### src/safety_probe_consts.svh
`ifndef SAFETY_PROBE_CONSTS_SVH
`define SAFETY_PROBE_CONSTS_SVH

// Register select codes on the command port
`define SEL_LOW_MIN 3'h0
`define SEL_SHUTDOWN_TH 3'h1
`define SEL_CHECKSUM 3'h2
`define SEL_PROBE_CTRL 3'h3
`define SEL_CHANNEL 3'h4

// Reset values
`define RST_LOW_MIN 8'h3C
`define RST_SHUTDOWN_EN 1'h0
`define RST_SHUTDOWN_TH 4'hF
`define RST_CHECKSUM 8'h96
`define RST_PROBE_CTRL 8'h00
`define RST_CHANNEL 8'h00

// Probe control field positions
`define PC_OUT_EN 7
`define PC_SDO_LEVEL 6
`define PC_FORCED_LEVEL 5
`define PC_ICON_HI 4
`define PC_ICON_LO 2
`define PC_CFG_HI 1
`define PC_CFG_LO 0

// Shutdown threshold register fields
`define TH_ENABLE 4
`define TH_FIELD_HI 3

// Interconnect codes
`define ICON_NONE 3'h0
`define ICON_ERROR 3'h1
`define ICON_SELECT 3'h2
`define ICON_SDI 3'h3
`define ICON_SCK 3'h4
`define ICON_SDO 3'h7

// Timing: low-phase step of 15 us at a 100 ns clock
`define LOW_STEP_NS 15000
`define CLK_PERIOD_NS 100
`define LOW_STEP_CYCLES (`LOW_STEP_NS / `CLK_PERIOD_NS)

`endif

### src/safety_probe_pkg.sv
package safety_probe_pkg;
  // Byte-wide register value
  typedef logic [7:0] reg_byte_type;
  // Mux configuration modes, in field order 00b..11b
  typedef enum logic [1:0] {
    MUX_FORCED,
    MUX_DIGITAL,
    MUX_ANALOG,
    MUX_INTERCONNECT
  } mux_mode_type;
  // Low-phase monitor states
  typedef enum logic {
    MON_HIGH,
    MON_LOW
  } monitor_state_type;
endpackage

### src/safety_cfg_and_diag_probe_mux.sv
`timescale 1ns/100ps
`include "safety_probe_consts.svh"

module safety_cfg_and_diag_probe_mux
  import safety_probe_pkg::*;
#(
  parameter logic [15:0] STEP_CYCLES = 16'(`LOW_STEP_CYCLES)
) (
  // Clock and power-on reset
  input wire logic ref_clk,
  input wire logic sys_rst,
  // Device state and lock bits
  input wire logic resetStateEntry,
  input wire logic inSelfCheck,
  input wire logic configLock,
  input wire logic controlLock,
  // Serial command port
  input wire logic cmdValid,
  input wire logic cmdWrite,
  input wire logic [2:0] cmdSelect,
  input wire logic [7:0] cmdWriteData,
  output logic [7:0] cmdReadData,
  output logic cmdWriteRefused,
  // Error monitor
  input wire logic error_monitor_pwm_select,
  input wire logic errorInput,
  output logic lowPhaseTooShort,
  // Shutdown path
  input wire logic [3:0] device_error_counter,
  output logic shutdownRequest,
  // Checksum reference
  output logic [7:0] expected_config_checksum,
  // Pins seen for interconnect test
  input wire logic serial_select_n,
  input wire logic serialDataIn,
  input wire logic serialClock,
  input wire logic serialOutFunctional,
  input wire logic serialOutFunctionalOe,
  output logic serialOut,
  output logic serialOutOe,
  // Digital and analog probe sources
  input wire logic [31:0] digitalProbes,
  output logic analogMuxEnable,
  output logic [7:0] analogChannel,
  // Probe output pin
  output logic probe_output_pin,
  output logic probeOutputOe
);

  reg_byte_type lowMin_q; // Low-phase minimum field
  logic shutdownEnable_q; // Shutdown on threshold
  logic [3:0] shutdownTh_q; // Error count threshold
  reg_byte_type checksum_q; // Expected checksum
  reg_byte_type probeCtrl_q; // Probe control
  reg_byte_type channel_q; // Probe channel select
  logic cfgWriteOk; // Safety config write allowed
  logic ctrlWriteOk; // Probe control write allowed
  logic isWrite; // Command is a write
  logic refused; // Write hit a locked register
  mux_mode_type muxMode; // Decoded mux mode
  logic [2:0] iconSel; // Interconnect select
  logic outEnable; // Probe output enable bit
  logic probeLevel; // Level for the probe pin

  assign isWrite = cmdValid && cmdWrite;
  assign cfgWriteOk = inSelfCheck && !configLock;
  assign ctrlWriteOk = !controlLock;
  assign muxMode = mux_mode_type'(probeCtrl_q[`PC_CFG_HI:`PC_CFG_LO]);
  assign iconSel = probeCtrl_q[`PC_ICON_HI:`PC_ICON_LO];
  assign outEnable = probeCtrl_q[`PC_OUT_EN];

  // Safety config: power-on reset only, never device RESET
  always_ff @(posedge ref_clk or posedge sys_rst) begin
    if (sys_rst) begin
      lowMin_q <= `RST_LOW_MIN;
      shutdownEnable_q <= `RST_SHUTDOWN_EN;
      shutdownTh_q <= `RST_SHUTDOWN_TH;
      checksum_q <= `RST_CHECKSUM;
    end else if (isWrite && cfgWriteOk) begin
      if (cmdSelect == `SEL_LOW_MIN) begin
        lowMin_q <= cmdWriteData;
      end else if (cmdSelect == `SEL_SHUTDOWN_TH) begin
        // Reserved bits 7:5 are dropped
        shutdownEnable_q <= cmdWriteData[`TH_ENABLE];
        shutdownTh_q <= cmdWriteData[`TH_FIELD_HI:0];
      end else if (cmdSelect == `SEL_CHECKSUM) begin
        checksum_q <= cmdWriteData;
      end
    end
  end

  // Probe control: cleared on power-on and on RESET state entry
  always_ff @(posedge ref_clk or posedge sys_rst) begin
    if (sys_rst) begin
      probeCtrl_q <= `RST_PROBE_CTRL;
    end else if (resetStateEntry) begin
      probeCtrl_q <= `RST_PROBE_CTRL;
    end else if (isWrite && ctrlWriteOk && cmdSelect == `SEL_PROBE_CTRL) begin
      probeCtrl_q <= cmdWriteData;
    end
  end

  // Channel select: free to write, same reset sources
  always_ff @(posedge ref_clk or posedge sys_rst) begin
    if (sys_rst) begin
      channel_q <= `RST_CHANNEL;
    end else if (resetStateEntry) begin
      channel_q <= `RST_CHANNEL;
    end else if (isWrite && cmdSelect == `SEL_CHANNEL) begin
      channel_q <= cmdWriteData;
    end
  end

  // Refused-write flag, one cycle after the command
  always_comb begin
    refused = 1'b0;
    if (!isWrite) begin
      refused = 1'b0;
    end else if (cmdSelect == `SEL_LOW_MIN || cmdSelect == `SEL_SHUTDOWN_TH || cmdSelect == `SEL_CHECKSUM) begin
      refused = !cfgWriteOk;
    end else if (cmdSelect == `SEL_PROBE_CTRL) begin
      refused = !ctrlWriteOk;
    end
  end

  // Read data registered; unknown selects read zero
  always_ff @(posedge ref_clk or posedge sys_rst) begin
    if (sys_rst) begin
      cmdReadData <= 8'h00;
      cmdWriteRefused <= 1'b0;
    end else begin
      cmdWriteRefused <= refused;
      if (cmdValid && !cmdWrite) begin
        if (cmdSelect == `SEL_LOW_MIN) begin
          cmdReadData <= lowMin_q;
        end else if (cmdSelect == `SEL_SHUTDOWN_TH) begin
          cmdReadData <= {3'h0, shutdownEnable_q, shutdownTh_q};
        end else if (cmdSelect == `SEL_CHECKSUM) begin
          cmdReadData <= checksum_q;
        end else if (cmdSelect == `SEL_PROBE_CTRL) begin
          cmdReadData <= probeCtrl_q;
        end else if (cmdSelect == `SEL_CHANNEL) begin
          cmdReadData <= channel_q;
        end else begin
          cmdReadData <= 8'h00;
        end
      end
    end
  end

  // Shutdown request; registered so it is glitch free
  always_ff @(posedge ref_clk or posedge sys_rst) begin
    if (sys_rst) begin
      shutdownRequest <= 1'b0;
    end else begin
      shutdownRequest <= shutdownEnable_q && (device_error_counter == shutdownTh_q);
    end
  end

  assign expected_config_checksum = checksum_q;

  // Probe pin level per mode
  always_comb begin
    probeLevel = 1'b0;
    case (muxMode)
      MUX_FORCED: probeLevel = probeCtrl_q[`PC_FORCED_LEVEL];
      MUX_DIGITAL: begin
        // Channel only counts while no interconnect code is set
        if (iconSel == `ICON_NONE) begin
          probeLevel = digitalProbes[channel_q[4:0]];
        end
      end
      MUX_ANALOG: probeLevel = 1'b0;
      MUX_INTERCONNECT: begin
        // Unused codes and 000b give a low level
        if (iconSel == `ICON_ERROR) begin
          probeLevel = errorInput;
        end else if (iconSel == `ICON_SELECT) begin
          probeLevel = serial_select_n;
        end else if (iconSel == `ICON_SDI) begin
          probeLevel = serialDataIn;
        end else if (iconSel == `ICON_SCK) begin
          probeLevel = serialClock;
        end else if (iconSel == `ICON_SDO) begin
          probeLevel = serialOut;
        end
      end
      default: probeLevel = 1'b0;
    endcase
  end

  // Analog path owns the pin in analog mode with no interconnect code set; digital driver stays off in analog mode
  assign analogMuxEnable = outEnable && (muxMode == MUX_ANALOG) && (iconSel == `ICON_NONE);
  assign analogChannel = channel_q;

  // Probe pin driver from flops, tri-stated while disabled
  always_ff @(posedge ref_clk or posedge sys_rst) begin
    if (sys_rst) begin
      probe_output_pin <= 1'b0;
      probeOutputOe <= 1'b0;
    end else begin
      probe_output_pin <= probeLevel;
      probeOutputOe <= outEnable && (muxMode != MUX_ANALOG);
    end
  end

  // Serial out override; functional path otherwise
  always_comb begin
    serialOut = serialOutFunctional;
    serialOutOe = serialOutFunctionalOe;
    if (outEnable && iconSel == `ICON_SDO && muxMode == MUX_INTERCONNECT && serial_select_n) begin
      serialOut = probeCtrl_q[`PC_SDO_LEVEL];
      serialOutOe = 1'b1;
    end
  end

  // Low-phase minimum checker
  low_phase_monitor #(
    .STEP_CYCLES(STEP_CYCLES)
  ) lowMonitor (
    .ref_clk(ref_clk),
    .sys_rst(sys_rst),
    .pwmMode(error_monitor_pwm_select),
    .lowPhaseMinLimit(lowMin_q),
    .errorInput(errorInput),
    .lowPhaseTooShort(lowPhaseTooShort)
  );

endmodule

### src/low_phase_monitor.sv
`timescale 1ns/100ps
`include "safety_probe_consts.svh"

module low_phase_monitor
  import safety_probe_pkg::*;
#(
  parameter logic [15:0] STEP_CYCLES = 16'(`LOW_STEP_CYCLES)
) (
  // Clock and reset
  input wire logic ref_clk,
  input wire logic sys_rst,
  // Configuration
  input wire logic pwmMode,
  input wire logic [7:0] lowPhaseMinLimit,
  // Monitored input
  input wire logic errorInput,
  // Result
  output logic lowPhaseTooShort
);

  monitor_state_type state_q;
  logic [15:0] lowCount_q; // Cycles spent low, saturating
  logic [15:0] minCycles; // (field + 1) x step

  // Minimum low time in cycles
  assign minCycles = 16'(({8'h00, lowPhaseMinLimit} + 16'h0001) * STEP_CYCLES);

  // Phase tracking; only PWM mode checks the low minimum
  always_ff @(posedge ref_clk or posedge sys_rst) begin
    if (sys_rst) begin
      state_q <= MON_HIGH;
      lowCount_q <= 16'h0000;
      lowPhaseTooShort <= 1'b0;
    end else begin
      lowPhaseTooShort <= 1'b0;
      case (state_q)
        MON_HIGH: begin
          // Start counting on the falling edge
          if (pwmMode && !errorInput) begin
            state_q <= MON_LOW;
            lowCount_q <= 16'h0001;
          end
        end
        MON_LOW: begin
          if (!pwmMode) begin
            // Low-pulse mode does not use this limit
            state_q <= MON_HIGH;
          end else if (errorInput) begin
            // Rising edge ends the low phase
            state_q <= MON_HIGH;
            lowPhaseTooShort <= (lowCount_q < minCycles);
          end else if (lowCount_q != 16'hFFFF) begin
            lowCount_q <= lowCount_q + 16'h0001;
          end
        end
        default: state_q <= MON_HIGH;
      endcase
    end
  end

endmodule

### config.mk
export PLATFORM = sky130hd
export DESIGN_NAME = safety_cfg_and_diag_probe_mux
export DESIGN_NICKNAME = d
export VERILOG_FILES = /design/src/safety_probe_pkg.sv /design/src/safety_cfg_and_diag_probe_mux.sv /design/src/low_phase_monitor.sv
export VERILOG_INCLUDE_DIRS = /design/src /design/src/src
export SDC_FILE = /design/constraint.sdc
export NUM_CORES = 1
export LEC_CHECK = 0
export BUFFER_PORTS_ARGS = -buffer_cell sky130_fd_sc_hd__buf_2
export CORE_ASPECT_RATIO = 0.8
export CORE_MARGIN = 10
export CORE_UTILIZATION = 63
export CTS_BUF_LIST = sky130_fd_sc_hd__clkbuf_8
export DETAILED_ROUTE_END_ITERATION = 7
export PLACE_DENSITY = 0.89
export SLEW_MARGIN = 30
export SYNTH_ARGS = -nofsm -noshare
export SYNTH_HDL_FRONTEND = slang
export SYNTH_SLANG_ARGS = --single-unit
### constraint.sdc
create_clock -name ref_clk -period 12.15 [get_ports ref_clk]
set_clock_uncertainty 0.2 [all_clocks]
set_input_delay 0 -clock ref_clk [delete_from_list [all_inputs] [get_ports ref_clk]]
set_output_delay 0 -clock ref_clk [all_outputs]
set_load 0.02 [all_outputs]
==> impl_metrics.toml <==
[logic_synthesis]
yosysMostFrequentCell = "dfrtp_1"
synth_ff_type = "dfrtp_1"
synth-seq-cells = 67
yosysTopAreaCell = "dfrtp_1"
syn_inst = 493
syn_avg_cell_area_um2 = 10.3
yosysTopAreaCellShare = 0.271
synthTopCellsByArea = "dfrtp_1 27%, ha_1 13%, dfstp_2 6.2%"
synthesis.nets = 617
synth-seq-area-share = 0.333
synth_area_mm2 = 0.00508
yosysUniqueCellTypes = 56
synthTopCellsByCount = "55 x dfrtp_1, 54 x ha_1, 42 x nor2_1, 33 x nand2_1, 29 x o21ai_0"
ys_warn_count = 0
ys_async_sr_fraction = 1.00
synth_edf_count = 0

[detailed_routing]
wire_per_inst_um = 20.3
viasPerCell = 6.22
vias = 4480
drc_errors = 0
first_pass_iters = 5
drt-total-wl_um = 14600
ant_nets = 0
drt-initial-drc-count = 406

[worst_setup_path]
crit_required_ps = 12230
reg2reg_slack_ps = 6290
crit_type = "register to register"
path_max_fanout = 7
path_cells = "nand3_1, nor2_1, xor2_1, ha_1, ha_1, ha_1, inv_1, fa_1, inv_1, ha_1, a21o_1, a211oi_1, o21ai_0, a31o_2, a21oi_1, xor2_1, ha_1, a21o_1, a21oi_1, o21ai_0, a21oi_1"
cp_slowest_cell = "dfstp_2"
max_stage_delay_ps = 630
cp_common_cell = "ha_1"
worst_setup_path_start_kind = "register"
cp-end-kind = "register"
r2r_cells = 21
r2r_end = "lowMonitor.lowPhaseTooShort$_DFF_PP0_"
critPathArrivalTime_ps = 5940
reg2reg_from = "lowMin_q[2]$_DFFE_PP1P_"

[job]
cap_viol_max_count = 0

[floorplanning]
chipHeight_um = 100
rows = 29
die_area_mm2 = 0.0121
pin_count = 94
die_width_um = 120
coreArea_mm2 = 0.00787
start_util = 0.645

[clocking]
cts.sinks = 67
numCtsBuffers = 9
cts_resized = 0
htree_levels = 3
cts_tree = "built"
cts-root-buf = "clkbuf_8"
clk_latency_ps = 360
cts.reportedPaths.clkPinSlew_ps = 80
cts_max_path_buffers = 2

[cells_and_area]
nNetsFinal = 731
n_antenna_cell = 0
fin_util = 0.768
drive_gt1_frac = 0.276
areaGrowthSynthToFinish_pct = 19.1

[timing]
clock.fmax_mhz = 171
layout_min_cycle_time_ps = 5860
slew_violations = 0
rsz0062_at_grt = "no"
hold_viol_final = 0
finalSetupTns_ps = 0
slew_headroom = 0.400
worst_slew_pin_slew_ps = 896
setup_viol = 0
fin_crit_sh = 0.482

[status]
outcome = "complete, no violations"

[global_routing]
grt_pass1_vias = 4541
grt_first_pass_wirelength_um = 23200
grt_max_degree = 68
grt.total_usage = 0.238
antenna_found_initial = 0
overflow = 0

[worst_hold_path]
hold_class = "primary input to register"
min-delay-start = "configLock"
whs_path_depth = 4
min_to = "expected_config_checksum[6]$_DFFE_PP0P_"

[placed_design]
gp_congestion = 0.875
dp_hpwl_um = 10300
io_buffers = 93

[power_and_ir_drop]
p_per_area_mw_per_mm2 = 124
p_leak_nw = 3.03
ir_worst_vdd_mv = 0.0995
placed cells by master, fill, tap and decap left out, types with 4 or more instances in the layout:
cell type and n:
dlygate4sd3_1 24, dfstp_2 12, mux2i_1 16, a21o_1 7
and2_1 5, nand3_1 11, mux4_2 11, xnor2_1 12
clkbuf_8 9, nor3_1 4, and3_1 5, a21oi_1 23
mux2_4 8, nand4_1 5, nor2b_1 8, dfrtp_1 55
xor2_1 23, a22o_1 9, nand2_1 33, ha_1 54
nor2_1 42, inv_1 26, nand2b_1 5, buf_2 93
mux2_2 17, fa_1 8, o21ai_0 29
registers in the layout (all words and copies together), names as in the netlist:
signal	count
probeOutputOe	1
lowMonitor.state_q	1
probe_output_pin	1
cmdWriteRefused	1
shutdownEnable_q	1
analogChannel	8
lowMin_q	8
probeCtrl_q	8
lowMonitor.lowCount_q	16
cmdReadData	8
lowMonitor.lowPhaseTooShort	1
expected_config_checksum	8
shutdownRequest	1
shutdownTh_q	4
critical path, delay by kind of cell (launching register included):
family	cells	cell delay, ps
AND/OR/NAND/NOR	2	550
XOR/XNOR	2	590
flip-flops	1	630
adder cells (fa/ha/maj)	6	2050
buffers and inverters	2	90
AO/OA/AOI/OAI	9	1680
worst max path at each step:
| stage | from | end | slack [ps] |
|---|---|---|---|
| final | lowMin_q[2]$_DFFE_PP1P_ | lowMonitor.lowPhaseTooShort$_DFF_PP0_ | 6290 |
| after global routing | lowMin_q[0]$_DFFE_PP0P_ | lowMonitor.lowPhaseTooShort$_DFF_PP0_ | 5950 |
| after CTS | lowMin_q[0]$_DFFE_PP0P_ | lowMonitor.lowPhaseTooShort$_DFF_PP0_ | 6430 |
| after detailed placement | lowMin_q[0]$_DFFE_PP0P_ | lowMonitor.lowPhaseTooShort$_DFF_PP0_ | 6440 |
| after global placement | lowMin_q[2]$_DFFE_PP1P_ | lowMonitor.lowPhaseTooShort$_DFF_PP0_ | 6750 |
| after floorplan | lowMin_q[5]$_DFFE_PP1P_ | lowMonitor.lowPhaseTooShort$_DFF_PP0_ | 7040 |
power breakdown:
group | total, W | internal [W] | leakage [nW] | switching, W
logic | 0.000294 | 0.000131 | 2.05 | 0.000163
registers | 0.000260 | 0.000241 | 0.879 | 0.0000186
clock network | 0.000196 | 0.0000958 | 0.0958 | 0.000100
total | 0.000751 | 0.000468 | 3.03 | 0.000283
final cells by class:
| class | instances | area [um2] |
|---|---|---|
| sequential | 67 | 1690 |
| clock inverter | 7 | 76.3 |
| fill | 486 | 1820 |
| clock buffer | 9 | 124 |
| inverter | 27 | 101 |
| tap | 108 | 135 |
| timing repair buffer | 118 | 713 |
| multi-input combinational | 384 | 3210 |
cells by family after synthesis:
family | after synthesis | synth area share
DFF | 67 | 0.333
and+or+nand+nor | 138 | 0.143
muxes | 52 | 0.142
AOI/OAI and AO/OA | 97 | 0.122
adders and majority gates | 62 | 0.165
buffers and inverters | 42 | 0.0352
xor gates and xnor gates | 35 | 0.0604
layer usage:
| metal | track usage | part of all wire | vias to the layer above |
|---|---|---|---|
| met5 | 0 | 0 | - |
| met4 | 0.103 | 0.033 | 0 |
| met3 | 0.0583 | 0.095 | 44 |
| met2 | 0.392 | 0.49 | 245 |
| met1 | 0.291 | 0.38 | 2180 |
| li1 | - | - | 2011 |
metrics by stage:
stage	hold slack (ps)	power, W	std cells	setup slack [ps]	cell area (um2)
3_5_place_dp	26.0	0.000542	680	6440	5610
4_1_cts	12.8	0.000744	720	6430	6050
3_3_place_gp	13.5	0.000524	680	6750	5610
6_report	24.8	0.000751	720	6290	6050
5_1_grt	34.4	0.000795	720	5950	6050
2_1_floorplan	-97.9	0.000468	493	7040	5080
repair_timing:
item	in CTS	in global routing
endpoints found under the hold margin	104	0
setup endpoints to repair	0	0
hold buffers	24	0
buffers inserted	0	0
Power figures use the tool's default switching activity.
